File: config.mk
export PLATFORM = sky130hd
export DESIGN_NAME = adc_conversion_sequencer
export DESIGN_NICKNAME = d
export VERILOG_FILES = /design/src/include/adc_seq_pkg.sv /design/src/hw/adc_conversion_sequencer.sv
export VERILOG_INCLUDE_DIRS = /design/src /design/src/include
export SDC_FILE = /design/constraint.sdc
export NUM_CORES = 1
export LEC_CHECK = 0
export ABC_AREA = 1
export BUFFER_PORTS_ARGS = -buffer_cell sky130_fd_sc_hd__buf_4
export CAP_MARGIN = 40
export CORE_MARGIN = 2
export CORE_UTILIZATION = 40
export DETAILED_ROUTE_END_ITERATION = 10
export MAX_ROUTING_LAYER = met4
export SLEW_MARGIN = 20
export SYNTH_ARGS = -nofsm -noshare
export SYNTH_HDL_FRONTEND = slang
export SYNTH_SLANG_ARGS = --single-unit
File: constraint.sdc
create_clock -name clk_in -period 4.29 [get_ports clk_in]
set_input_delay 0.2145 -clock clk_in [delete_from_list [all_inputs] [get_ports clk_in]]
set_output_delay 0.2145 -clock clk_in [all_outputs]
set_load 0.02 [all_outputs]
File: src/include/adc_seq_regs.svh
// Register map, field positions, reset values and timing counts of the
// conversion sequencer. Assumes a 32-bit APB bus with word-aligned registers.
`ifndef ADC_SEQ_REGS_SVH
`define ADC_SEQ_REGS_SVH

// ****************************************************************
// Register byte offsets
// ****************************************************************
`define OFS_CONV_CTRL_REG_A 8'h00
`define OFS_CONV_CTRL_REG_B 8'h04
`define OFS_RESULT_REG_HIGH 8'h08
`define OFS_RESULT_REG_LOW_STATUS 8'h0c
`define OFS_IRQ_STATUS 8'h10
`define OFS_IRQ_MASK 8'h14

// ****************************************************************
// Field positions
// ****************************************************************
`define BIT_CONV_START 7
`define BIT_MODE_HI 6
`define BIT_MODE_LO 5
`define BIT_AIN_DISABLE 4
`define BIT_CHAN_HI 3
`define BIT_CHAN_LO 0
`define BIT_LADDER_REF 5
`define BIT_TSEL_HI 3
`define BIT_TSEL_LO 1
`define BIT_DONE 5
`define BIT_BUSY 4
`define BIT_IRQ_DONE 0

// ****************************************************************
// Reset values
// ****************************************************************
`define RST_CHAN 4'h0
`define RST_AIN_DISABLE 1'h0
`define RST_TSEL 3'h0
`define RST_LADDER 1'h0
`define RST_RESULT 10'h000
`define RST_MASK 1'h0

// ****************************************************************
// Conversion times in high-frequency clock cycles
// ****************************************************************
`define TSEL_39 3'h0
`define TSEL_78 3'h2
`define TSEL_156 3'h3
`define TSEL_312 3'h4
`define TSEL_624 3'h5
`define TSEL_1248 3'h6
`define CONV_CLKS_39 11'h027
`define CONV_CLKS_78 11'h04e
`define CONV_CLKS_156 11'h09c
`define CONV_CLKS_312 11'h138
`define CONV_CLKS_624 11'h270
`define CONV_CLKS_1248 11'h4e0
`define CNT_ONE 11'h001
`define CNT_ZERO 11'h000

`endif

File: src/include/adc_seq_pkg.sv
// Types used only by the conversion sequencer, not by its bench.
// Assumes adc_seq_regs.svh supplies all numeric constants.
package adc_seq_pkg;
  // Operating mode field encoding
  typedef enum logic [1:0] {
    MODE_OFF = 2'b00,
    MODE_SOFT = 2'b01,
    MODE_RSVD = 2'b10,
    MODE_REPEAT = 2'b11
  } op_mode_e;

  // Sequencer state
  typedef enum logic {
    ST_IDLE = 1'b0,
    ST_CONV = 1'b1
  } conv_state_e;

  // One APB request as seen by the slave
  typedef struct packed {
    logic sel;
    logic enable;
    logic write;
    logic [7:0] addr;
    logic [31:0] wdata;
  } apb_req_s;

  // Control register A contents
  typedef struct packed {
    op_mode_e mode;
    logic ain_disable;
    logic [3:0] chan;
  } ctrl_a_s;
endpackage

File: src/hw/adc_conversion_sequencer.sv
// Conversion sequencer for a 10-bit successive-approximation converter,
// with APB register access, completion interrupt and standby handling.
// Assumes the analog front end delivers its code on adc_code_in and that
// standby_in comes from the power controller in another clock domain.
//
// Contract
// - Software-start mode plus start write begins one conversion of selected channel
// - Completion loads result, sets done flag and pulses done interrupt together
// - Start bit clears itself once the conversion has begun
// - Repeat mode plus start write begins continuous conversion
// - Repeat mode restarts automatically after each completed conversion
// - Writing disable mode halts repeat conversion immediately
// - An aborted conversion never reaches the result registers
// - Reading the conversion result clears the done flag
// - New start clears done flag; old result stays until new completion
// - Standby aborts conversion, resets both control registers, loses results
// - After standby nothing restarts; software reprograms and starts again
// - Reference ladder is disconnected during standby
// - Result is 10 bits split into high and low result registers
// - Busy flag set during conversion, cleared at finish or standby entry
//
// The APB register port and the placing of the registers were left to the implementer.
`include "adc_seq_regs.svh"

module adc_conversion_sequencer (
  input wire logic clk_in,
  input wire logic reset_in,
  input wire logic psel_in,
  input wire logic penable_in,
  input wire logic pwrite_in,
  input wire logic [7:0] paddr_in,
  input wire logic [31:0] pwdata_in,
  output logic [31:0] prdata_out,
  output logic pready_out,
  output logic pslverr_out,
  input wire logic standby_in,
  input wire logic [9:0] adc_code_in,
  output logic [3:0] channel_out,
  output logic analog_input_disable_out,
  output logic sample_en_out,
  output logic ladder_on_out,
  output logic conv_done_irq_out,
  output logic irq_out
);

  // ****************************************************************
  // Helper functions
  // ****************************************************************

  // Terminal count for a time select code; reserved codes take the longest
  // time so a bad setting can only slow the converter down, never rush it
  function automatic logic [10:0] conv_clks(input logic [2:0] tsel);
    case (tsel)
      `TSEL_39: conv_clks = `CONV_CLKS_39;
      `TSEL_78: conv_clks = `CONV_CLKS_78;
      `TSEL_156: conv_clks = `CONV_CLKS_156;
      `TSEL_312: conv_clks = `CONV_CLKS_312;
      `TSEL_624: conv_clks = `CONV_CLKS_624;
      `TSEL_1248: conv_clks = `CONV_CLKS_1248;
      default: conv_clks = `CONV_CLKS_1248;
    endcase
  endfunction

  // Register address match
  function automatic logic hit(input logic [7:0] addr, input logic [7:0] ofs);
    hit = (addr == ofs);
  endfunction

  // ****************************************************************
  // Declarations
  // ****************************************************************
  adc_seq_pkg::apb_req_s req;
  adc_seq_pkg::ctrl_a_s ctrl_q;
  adc_seq_pkg::ctrl_a_s wr_ctrl;
  adc_seq_pkg::conv_state_e state_q;
  logic pready_q;
  logic [31:0] rdata_d;
  logic mapped;
  logic wr_en;
  logic rd_en;
  logic wr_a;
  logic start_q;
  logic [2:0] tsel_q;
  logic ladder_q;
  logic standby_meta_q;
  logic standby_q;
  logic [9:0] code_meta_q;
  logic [9:0] code_q;
  logic [10:0] count_q;
  logic [10:0] term_q;
  logic [9:0] result_q;
  logic done_q;
  logic irq_stat_q;
  logic irq_mask_q;
  logic start_req;
  logic disable_wr;
  logic conv_end;
  logic result_ok;
  logic read_high;

  // ****************************************************************
  // APB decode
  // ****************************************************************

  // Bundle the bus request; writes and reads act only in the ready cycle
  assign req = '{psel_in, penable_in, pwrite_in, paddr_in, pwdata_in};
  assign wr_en = req.sel & req.enable & req.write & pready_q;
  assign rd_en = req.sel & req.enable & ~req.write & pready_q;
  assign mapped = hit(req.addr, `OFS_CONV_CTRL_REG_A) | hit(req.addr, `OFS_CONV_CTRL_REG_B)
                | hit(req.addr, `OFS_RESULT_REG_HIGH) | hit(req.addr, `OFS_RESULT_REG_LOW_STATUS)
                | hit(req.addr, `OFS_IRQ_STATUS) | hit(req.addr, `OFS_IRQ_MASK);
  // Control registers accept no writes while standby holds them in reset
  assign wr_a = wr_en & hit(req.addr, `OFS_CONV_CTRL_REG_A) & ~standby_q;
  assign wr_ctrl = req.wdata[`BIT_MODE_HI:`BIT_CHAN_LO];
  assign read_high = rd_en & hit(req.addr, `OFS_RESULT_REG_HIGH);

  // ****************************************************************
  // Sequencer events
  // ****************************************************************

  // Start only in the two valid modes, using the mode written alongside
  assign start_req = wr_a & req.wdata[`BIT_CONV_START]
                   & ((wr_ctrl.mode == adc_seq_pkg::MODE_SOFT)
                   | (wr_ctrl.mode == adc_seq_pkg::MODE_REPEAT));
  assign disable_wr = wr_a & (wr_ctrl.mode == adc_seq_pkg::MODE_OFF);
  assign conv_end = (state_q == adc_seq_pkg::ST_CONV) & (count_q == term_q - `CNT_ONE);
  // A conversion cut short by disable or standby stores nothing
  assign result_ok = conv_end & ~disable_wr & ~standby_q & ~start_req;

  // Two-flop synchronisers for the standby level and the analog code
  always_ff @(posedge clk_in) begin
    if (reset_in) begin
      standby_meta_q <= 1'b0;
      standby_q <= 1'b0;
      code_meta_q <= `RST_RESULT;
      code_q <= `RST_RESULT;
    end else begin
      standby_meta_q <= standby_in;
      standby_q <= standby_meta_q;
      code_meta_q <= adc_code_in;
      code_q <= code_meta_q;
    end
  end

  // ****************************************************************
  // Control registers
  // ****************************************************************

  // Control register A; standby forces the initial values
  always_ff @(posedge clk_in) begin
    if (reset_in || standby_q) begin
      ctrl_q <= '{adc_seq_pkg::MODE_OFF, `RST_AIN_DISABLE, `RST_CHAN};
    end else if (wr_a) begin
      ctrl_q <= wr_ctrl;
    end
  end

  // Start bit is held for one cycle only, so it reads back as zero
  always_ff @(posedge clk_in) begin
    if (reset_in || standby_q) begin
      start_q <= 1'b0;
    end else begin
      start_q <= start_req;
    end
  end

  // Control register B: time select and ladder control
  always_ff @(posedge clk_in) begin
    if (reset_in || standby_q) begin
      tsel_q <= `RST_TSEL;
      ladder_q <= `RST_LADDER;
    end else if (wr_en && hit(req.addr, `OFS_CONV_CTRL_REG_B)) begin
      tsel_q <= req.wdata[`BIT_TSEL_HI:`BIT_TSEL_LO];
      ladder_q <= req.wdata[`BIT_LADDER_REF];
    end
  end

  // ****************************************************************
  // Conversion sequencer
  // ****************************************************************

  // State and busy: a start (even a forbidden restart) reloads the timer;
  // repeat mode chains the next conversion from the completing cycle
  always_ff @(posedge clk_in) begin
    if (reset_in || standby_q) begin
      state_q <= adc_seq_pkg::ST_IDLE;
    end else if (disable_wr) begin
      state_q <= adc_seq_pkg::ST_IDLE;
    end else if (start_req) begin
      state_q <= adc_seq_pkg::ST_CONV;
    end else begin
      case (state_q)
        adc_seq_pkg::ST_IDLE: state_q <= adc_seq_pkg::ST_IDLE;
        adc_seq_pkg::ST_CONV: begin
          if (conv_end && ctrl_q.mode != adc_seq_pkg::MODE_REPEAT) begin
            state_q <= adc_seq_pkg::ST_IDLE;
          end
        end
        default: state_q <= adc_seq_pkg::ST_IDLE;
      endcase
    end
  end

  // Conversion timer; term is latched at start so a mid-run change of the
  // time select cannot shorten the conversion in progress
  always_ff @(posedge clk_in) begin
    if (reset_in) begin
      count_q <= `CNT_ZERO;
      term_q <= `CONV_CLKS_1248;
    end else if (start_req) begin
      count_q <= `CNT_ZERO;
      term_q <= conv_clks(tsel_q);
    end else if (conv_end) begin
      count_q <= `CNT_ZERO;
    end else if (state_q == adc_seq_pkg::ST_CONV) begin
      count_q <= count_q + `CNT_ONE;
    end
  end

  // Result store; standby wipes earlier results
  always_ff @(posedge clk_in) begin
    if (reset_in || standby_q) begin
      result_q <= `RST_RESULT;
    end else if (result_ok) begin
      result_q <= code_q;
    end
  end

  // Done flag: completion wins over a clearing read in the same cycle
  always_ff @(posedge clk_in) begin
    if (reset_in || standby_q) begin
      done_q <= 1'b0;
    end else if (result_ok) begin
      done_q <= 1'b1;
    end else if (start_req || read_high) begin
      done_q <= 1'b0;
    end
  end

  // ****************************************************************
  // Interrupts
  // ****************************************************************

  // Sticky status, write one to clear; a new event beats the clear
  always_ff @(posedge clk_in) begin
    if (reset_in) begin
      irq_stat_q <= 1'b0;
    end else if (result_ok) begin
      irq_stat_q <= 1'b1;
    end else if (wr_en && hit(req.addr, `OFS_IRQ_STATUS) && req.wdata[`BIT_IRQ_DONE]) begin
      irq_stat_q <= 1'b0;
    end
  end

  // Mask register
  always_ff @(posedge clk_in) begin
    if (reset_in) begin
      irq_mask_q <= `RST_MASK;
    end else if (wr_en && hit(req.addr, `OFS_IRQ_MASK)) begin
      irq_mask_q <= req.wdata[`BIT_IRQ_DONE];
    end
  end

  // Interrupt outputs: pulse aligned with the result load, plus masked level
  always_ff @(posedge clk_in) begin
    if (reset_in) begin
      conv_done_irq_out <= 1'b0;
      irq_out <= 1'b0;
    end else begin
      conv_done_irq_out <= result_ok;
      irq_out <= (irq_stat_q | result_ok) & irq_mask_q;
    end
  end

  // ****************************************************************
  // Analog front-end controls
  // ****************************************************************

  // Ladder follows its enable or a running conversion, never in standby
  always_ff @(posedge clk_in) begin
    if (reset_in) begin
      channel_out <= `RST_CHAN;
      analog_input_disable_out <= `RST_AIN_DISABLE;
      sample_en_out <= 1'b0;
      ladder_on_out <= 1'b0;
    end else begin
      channel_out <= ctrl_q.chan;
      analog_input_disable_out <= ctrl_q.ain_disable;
      sample_en_out <= (state_q == adc_seq_pkg::ST_CONV) & ~standby_q;
      ladder_on_out <= (ladder_q | (state_q == adc_seq_pkg::ST_CONV)) & ~standby_q;
    end
  end

  // ****************************************************************
  // APB read path and handshake
  // ****************************************************************

  // Read data mux; unused bits read zero
  always_comb begin
    rdata_d = 32'h0000_0000;
    if (hit(req.addr, `OFS_CONV_CTRL_REG_A)) begin
      rdata_d[`BIT_CONV_START] = start_q;
      rdata_d[`BIT_MODE_HI:`BIT_CHAN_LO] = ctrl_q;
    end else if (hit(req.addr, `OFS_CONV_CTRL_REG_B)) begin
      rdata_d[`BIT_LADDER_REF] = ladder_q;
      rdata_d[`BIT_TSEL_HI:`BIT_TSEL_LO] = tsel_q;
    end else if (hit(req.addr, `OFS_RESULT_REG_HIGH)) begin
      rdata_d[7:0] = result_q[9:2];
    end else if (hit(req.addr, `OFS_RESULT_REG_LOW_STATUS)) begin
      rdata_d[7:6] = result_q[1:0];
      rdata_d[`BIT_DONE] = done_q;
      rdata_d[`BIT_BUSY] = (state_q == adc_seq_pkg::ST_CONV);
    end else if (hit(req.addr, `OFS_IRQ_STATUS)) begin
      rdata_d[`BIT_IRQ_DONE] = irq_stat_q;
    end else if (hit(req.addr, `OFS_IRQ_MASK)) begin
      rdata_d[`BIT_IRQ_DONE] = irq_mask_q;
    end
  end

  // One wait state: ready rises in the second access cycle, with data
  always_ff @(posedge clk_in) begin
    if (reset_in) begin
      pready_q <= 1'b0;
      pready_out <= 1'b0;
      pslverr_out <= 1'b0;
      prdata_out <= 32'h0000_0000;
    end else begin
      pready_q <= req.sel & req.enable & ~pready_q;
      pready_out <= req.sel & req.enable & ~pready_q;
      pslverr_out <= req.sel & req.enable & ~pready_q & ~mapped;
      if (req.sel && req.enable && !pready_q && !req.write) begin
        prdata_out <= rdata_d;
      end
    end
  end

endmodule // adc_conversion_sequencer

==> metrics.csv <==
metric,value,unit
status,"complete, no violations",
Pre-antenna DRT Iters,6,
"antenna viol nets, final",0,
port buffer count,50,
Finished Core Util,47.7,%
WL/cell,12.1,um
Least-Margin Pin Slew,0.563,ns
core area,9820,um2
Cell Rows,36,
Resize count post-CTS,0,
unrepaired setup endpoints after global routing,false,
syn_area_per_cell,7.26,um2
DR iter-0 viols,187,
CTS tree,yes,
# fillers,1018,
gpl congestion,0.858,
worst path cell trace,inv_1 > ha_1 > nand2_2 > o21ai_1 > nand3_1 > nand2_1 > nor2_4 > nand3_4 > nand3_2 > nor3_1,
CTS clock-pin slew for the worst setup and hold paths,0.11,ns
global-route total usage across every layer,17.9,%
Worst VDD drop,0.000189,V
Worst path slowest cell,dfxtp_1,
Reg2Reg Depth,10,
Final min period,2.13,ns
mapped cell area,4080,um2
CP Buf/Inv Count,1,
max-slew violation total from the final report,0,
first-pass GRT wire length,15.4,mm
CP max stage delay,0.36,ns
largest net degree at the start of global routing,38,
Crit. path cell count,10,
nets,670,
DRC,0,
final wirelength,9.07,mm
crit path capture type,flop,
clock root cell,clkbuf_8,
via count,3550,
class of the worst hold path,input pin to flop,
MaxCap Viol Count,0,
grt ovf,0,
Die Ht,105,um
DP Area,4480,um2
Multi-input gate area,1830,um2
"Setup Fix Bufs, Post-CTS",0,
Yosys Warn Count,0,
Critical Path RT,4.57,ns
CP Max Fanout,11,
vias in the first global route,3266,
clk_lat worst skew,0.36,ns
WHS Path Cells,3,
"Seq/Total Area, Yosys",43.7,%
storage element area,1780,um2
endpoints failing setup,0,
CTS Sinks,89,
Num CTS Buffers,9,
Starting Density,41.6,%
CP top delay family,simple AND/OR/NAND/NOR gates,
WS Path Type,flop to flop,
distinct cell type count after synthesis,38,
WP data arrival,2.41,ns
synthesized flop and latch total,89,
total die area,11000,um2
Setup crit start kind,flop,
Ports,99,
Max Clk Rate,0.470,GHz
H-Tree Level Count,3,
setup TNS,0,ns
leakage,0.00209,uW
Max clock buf depth,2,
PwrDens,326,nW/um2
Layout Skew,0.0238,ns
initial antenna violation count,0,
hpwl dp,6.79,mm
Mapped Cells,562,
DR vias/cell,4.73,
Final Power,1530,uW
Slew headroom,62.3,%
final hold violations,0,
layout cells sized above 1,15.4,%
Layout area overhead,14.9,%
design area,4690,um2
crit share post-route,49.6,%
Die X,105,um
post-cts hold buffer count,0,
antenna cells,0,
[worst paths after layout]
kind                  startpoint              to  slack, ns
hold reg to reg   code_meta_q[3]       code_q[3]       0.41
hold / removal    adc_code_in[2]  code_meta_q[2]       0.04
setup reg to reg       term_q[0]      count_q[0]       2.16
setup / recovery       term_q[0]      count_q[0]       2.16
[logic make-up (layout without fill, tap and decap cells)]
family | after synthesis | after routing | synth area share (%)
xor gates and xnor gates | 9 | 9 | 1.93
adders and majority gates | 2 | 2 | 0.613
other | 1 | 24 | 0.0919
AOI/OAI and AO/OA | 73 | 73 | 10.5
DFF | 89 | 89 | 43.7
and+or+nand+nor | 268 | 268 | 29.6
buffers and inverters | 120 | 152 | 13.6
[Yosys cell counts, drive strengths merged]
cell,instances,area (um2)
inv,84,315
a221oi,1,8.76
or2,1,6.26
nor3,6,35.0
ha,2,25.0
conb,1,3.75
buf,30,219
a41oi,1,8.76
nand2,99,382
a211oi,5,37.5
nand4,5,37.5
dfxtp,89,1780
clkbuf,6,22.5
a21oi,30,169
nor2,114,502
o211a,1,10.0
xor2,5,43.8
a31oi,8,50.1
nand3b,4,30.0
o21ai,24,120
o311ai,1,8.76
nand3,38,208
xnor2,4,35.0
o211ai,2,15.0
nor4,1,6.26
[layout make-up]
class                           instances  share of cell area [%]
Sequential cell                        89                    38.0
Clock inverter                          7                    1.74
Multi-Input combinational cell        376                    39.0
Inverter                               84                    6.73
Timing Repair Buffer                   52                    8.33
Tap cell                              133                    3.55
Clock buffer                            9                    2.64
[power breakdown]
group	switching, uW	leakage, uW	internal (uW)
registers	5.57	0.000723	840
clock network	349	0.000104	234
logic	66.0	0.00126	35.4
[registers in the layout, summed over array words and instances, names as in the netlist, 3 cells and up]
name,flops
channel_out,4
code_meta_q,10
code_q,10
count_q,11
ctrl_q,7
prdata_out,8
result_q,10
term_q,11
tsel_q,3
[cells in the final DEF, fill, tap and decap left out, types with 2 or more instances in the layout]
master,count
nor2_1,104
nand2_1,95
dfxtp_1,89
inv_1,81
buf_4,52
nand3_1,36
a21oi_1,25
conb_1,24
o21ai_0,23
clkbuf_8,9
a31oi_1,8
nor2_4,7
a211oi_1,5
a21oi_2,5
xor2_1,5
nor3_1,5
nand4_1,4
nand3b_1,4
nand2_2,4
xnor2_1,4
inv_2,3
o211ai_1,2
nor2_2,2
ha_1,2
clkinv_8,2
inv_8,2
inv_6,2
[worst register-to-register path, stage by stage, from the launching register on]
cell	delay, ns
dfxtp_1	0.36
inv_1	0.10
ha_1	0.33
nand2_2	0.12
o21ai_1	0.24
nand3_1	0.11
nand2_1	0.12
nor2_4	0.07
nand3_4	0.10
nand3_2	0.27
nor3_1	0.24
[through the flow]
stage / instances / hold slack [ns] / setup WS (ns)
5_1_grt: 750 / 0.0223 / 1.93
6_report: 750 / 0.0404 / 2.16
3_3_place_gp: 734 / 0.391 / 2.02
2_1_floorplan: 585 / 0.321 / 2.49
3_5_place_dp: 734 / 0.392 / 1.99
4_1_cts: 750 / 0.0246 / 2.16
[layer usage]
| layer | track usage [%] | up-vias | part of all wire [%] | routed length [um] |
|---|---|---|---|---|
| li1 | - | 1824 | - | - |
| met1 | 23.8 | 1627 | 49 | 4450 |
| met2 | 26.9 | 88 | 44 | 4030 |
| met3 | 2.99 | 11 | 4.8 | 431 |
| met4 | 7.33 | 0 | 1.7 | 158 |
| met5 | - | - | 0 | 0 |
(Power assumes the default switching activity.)
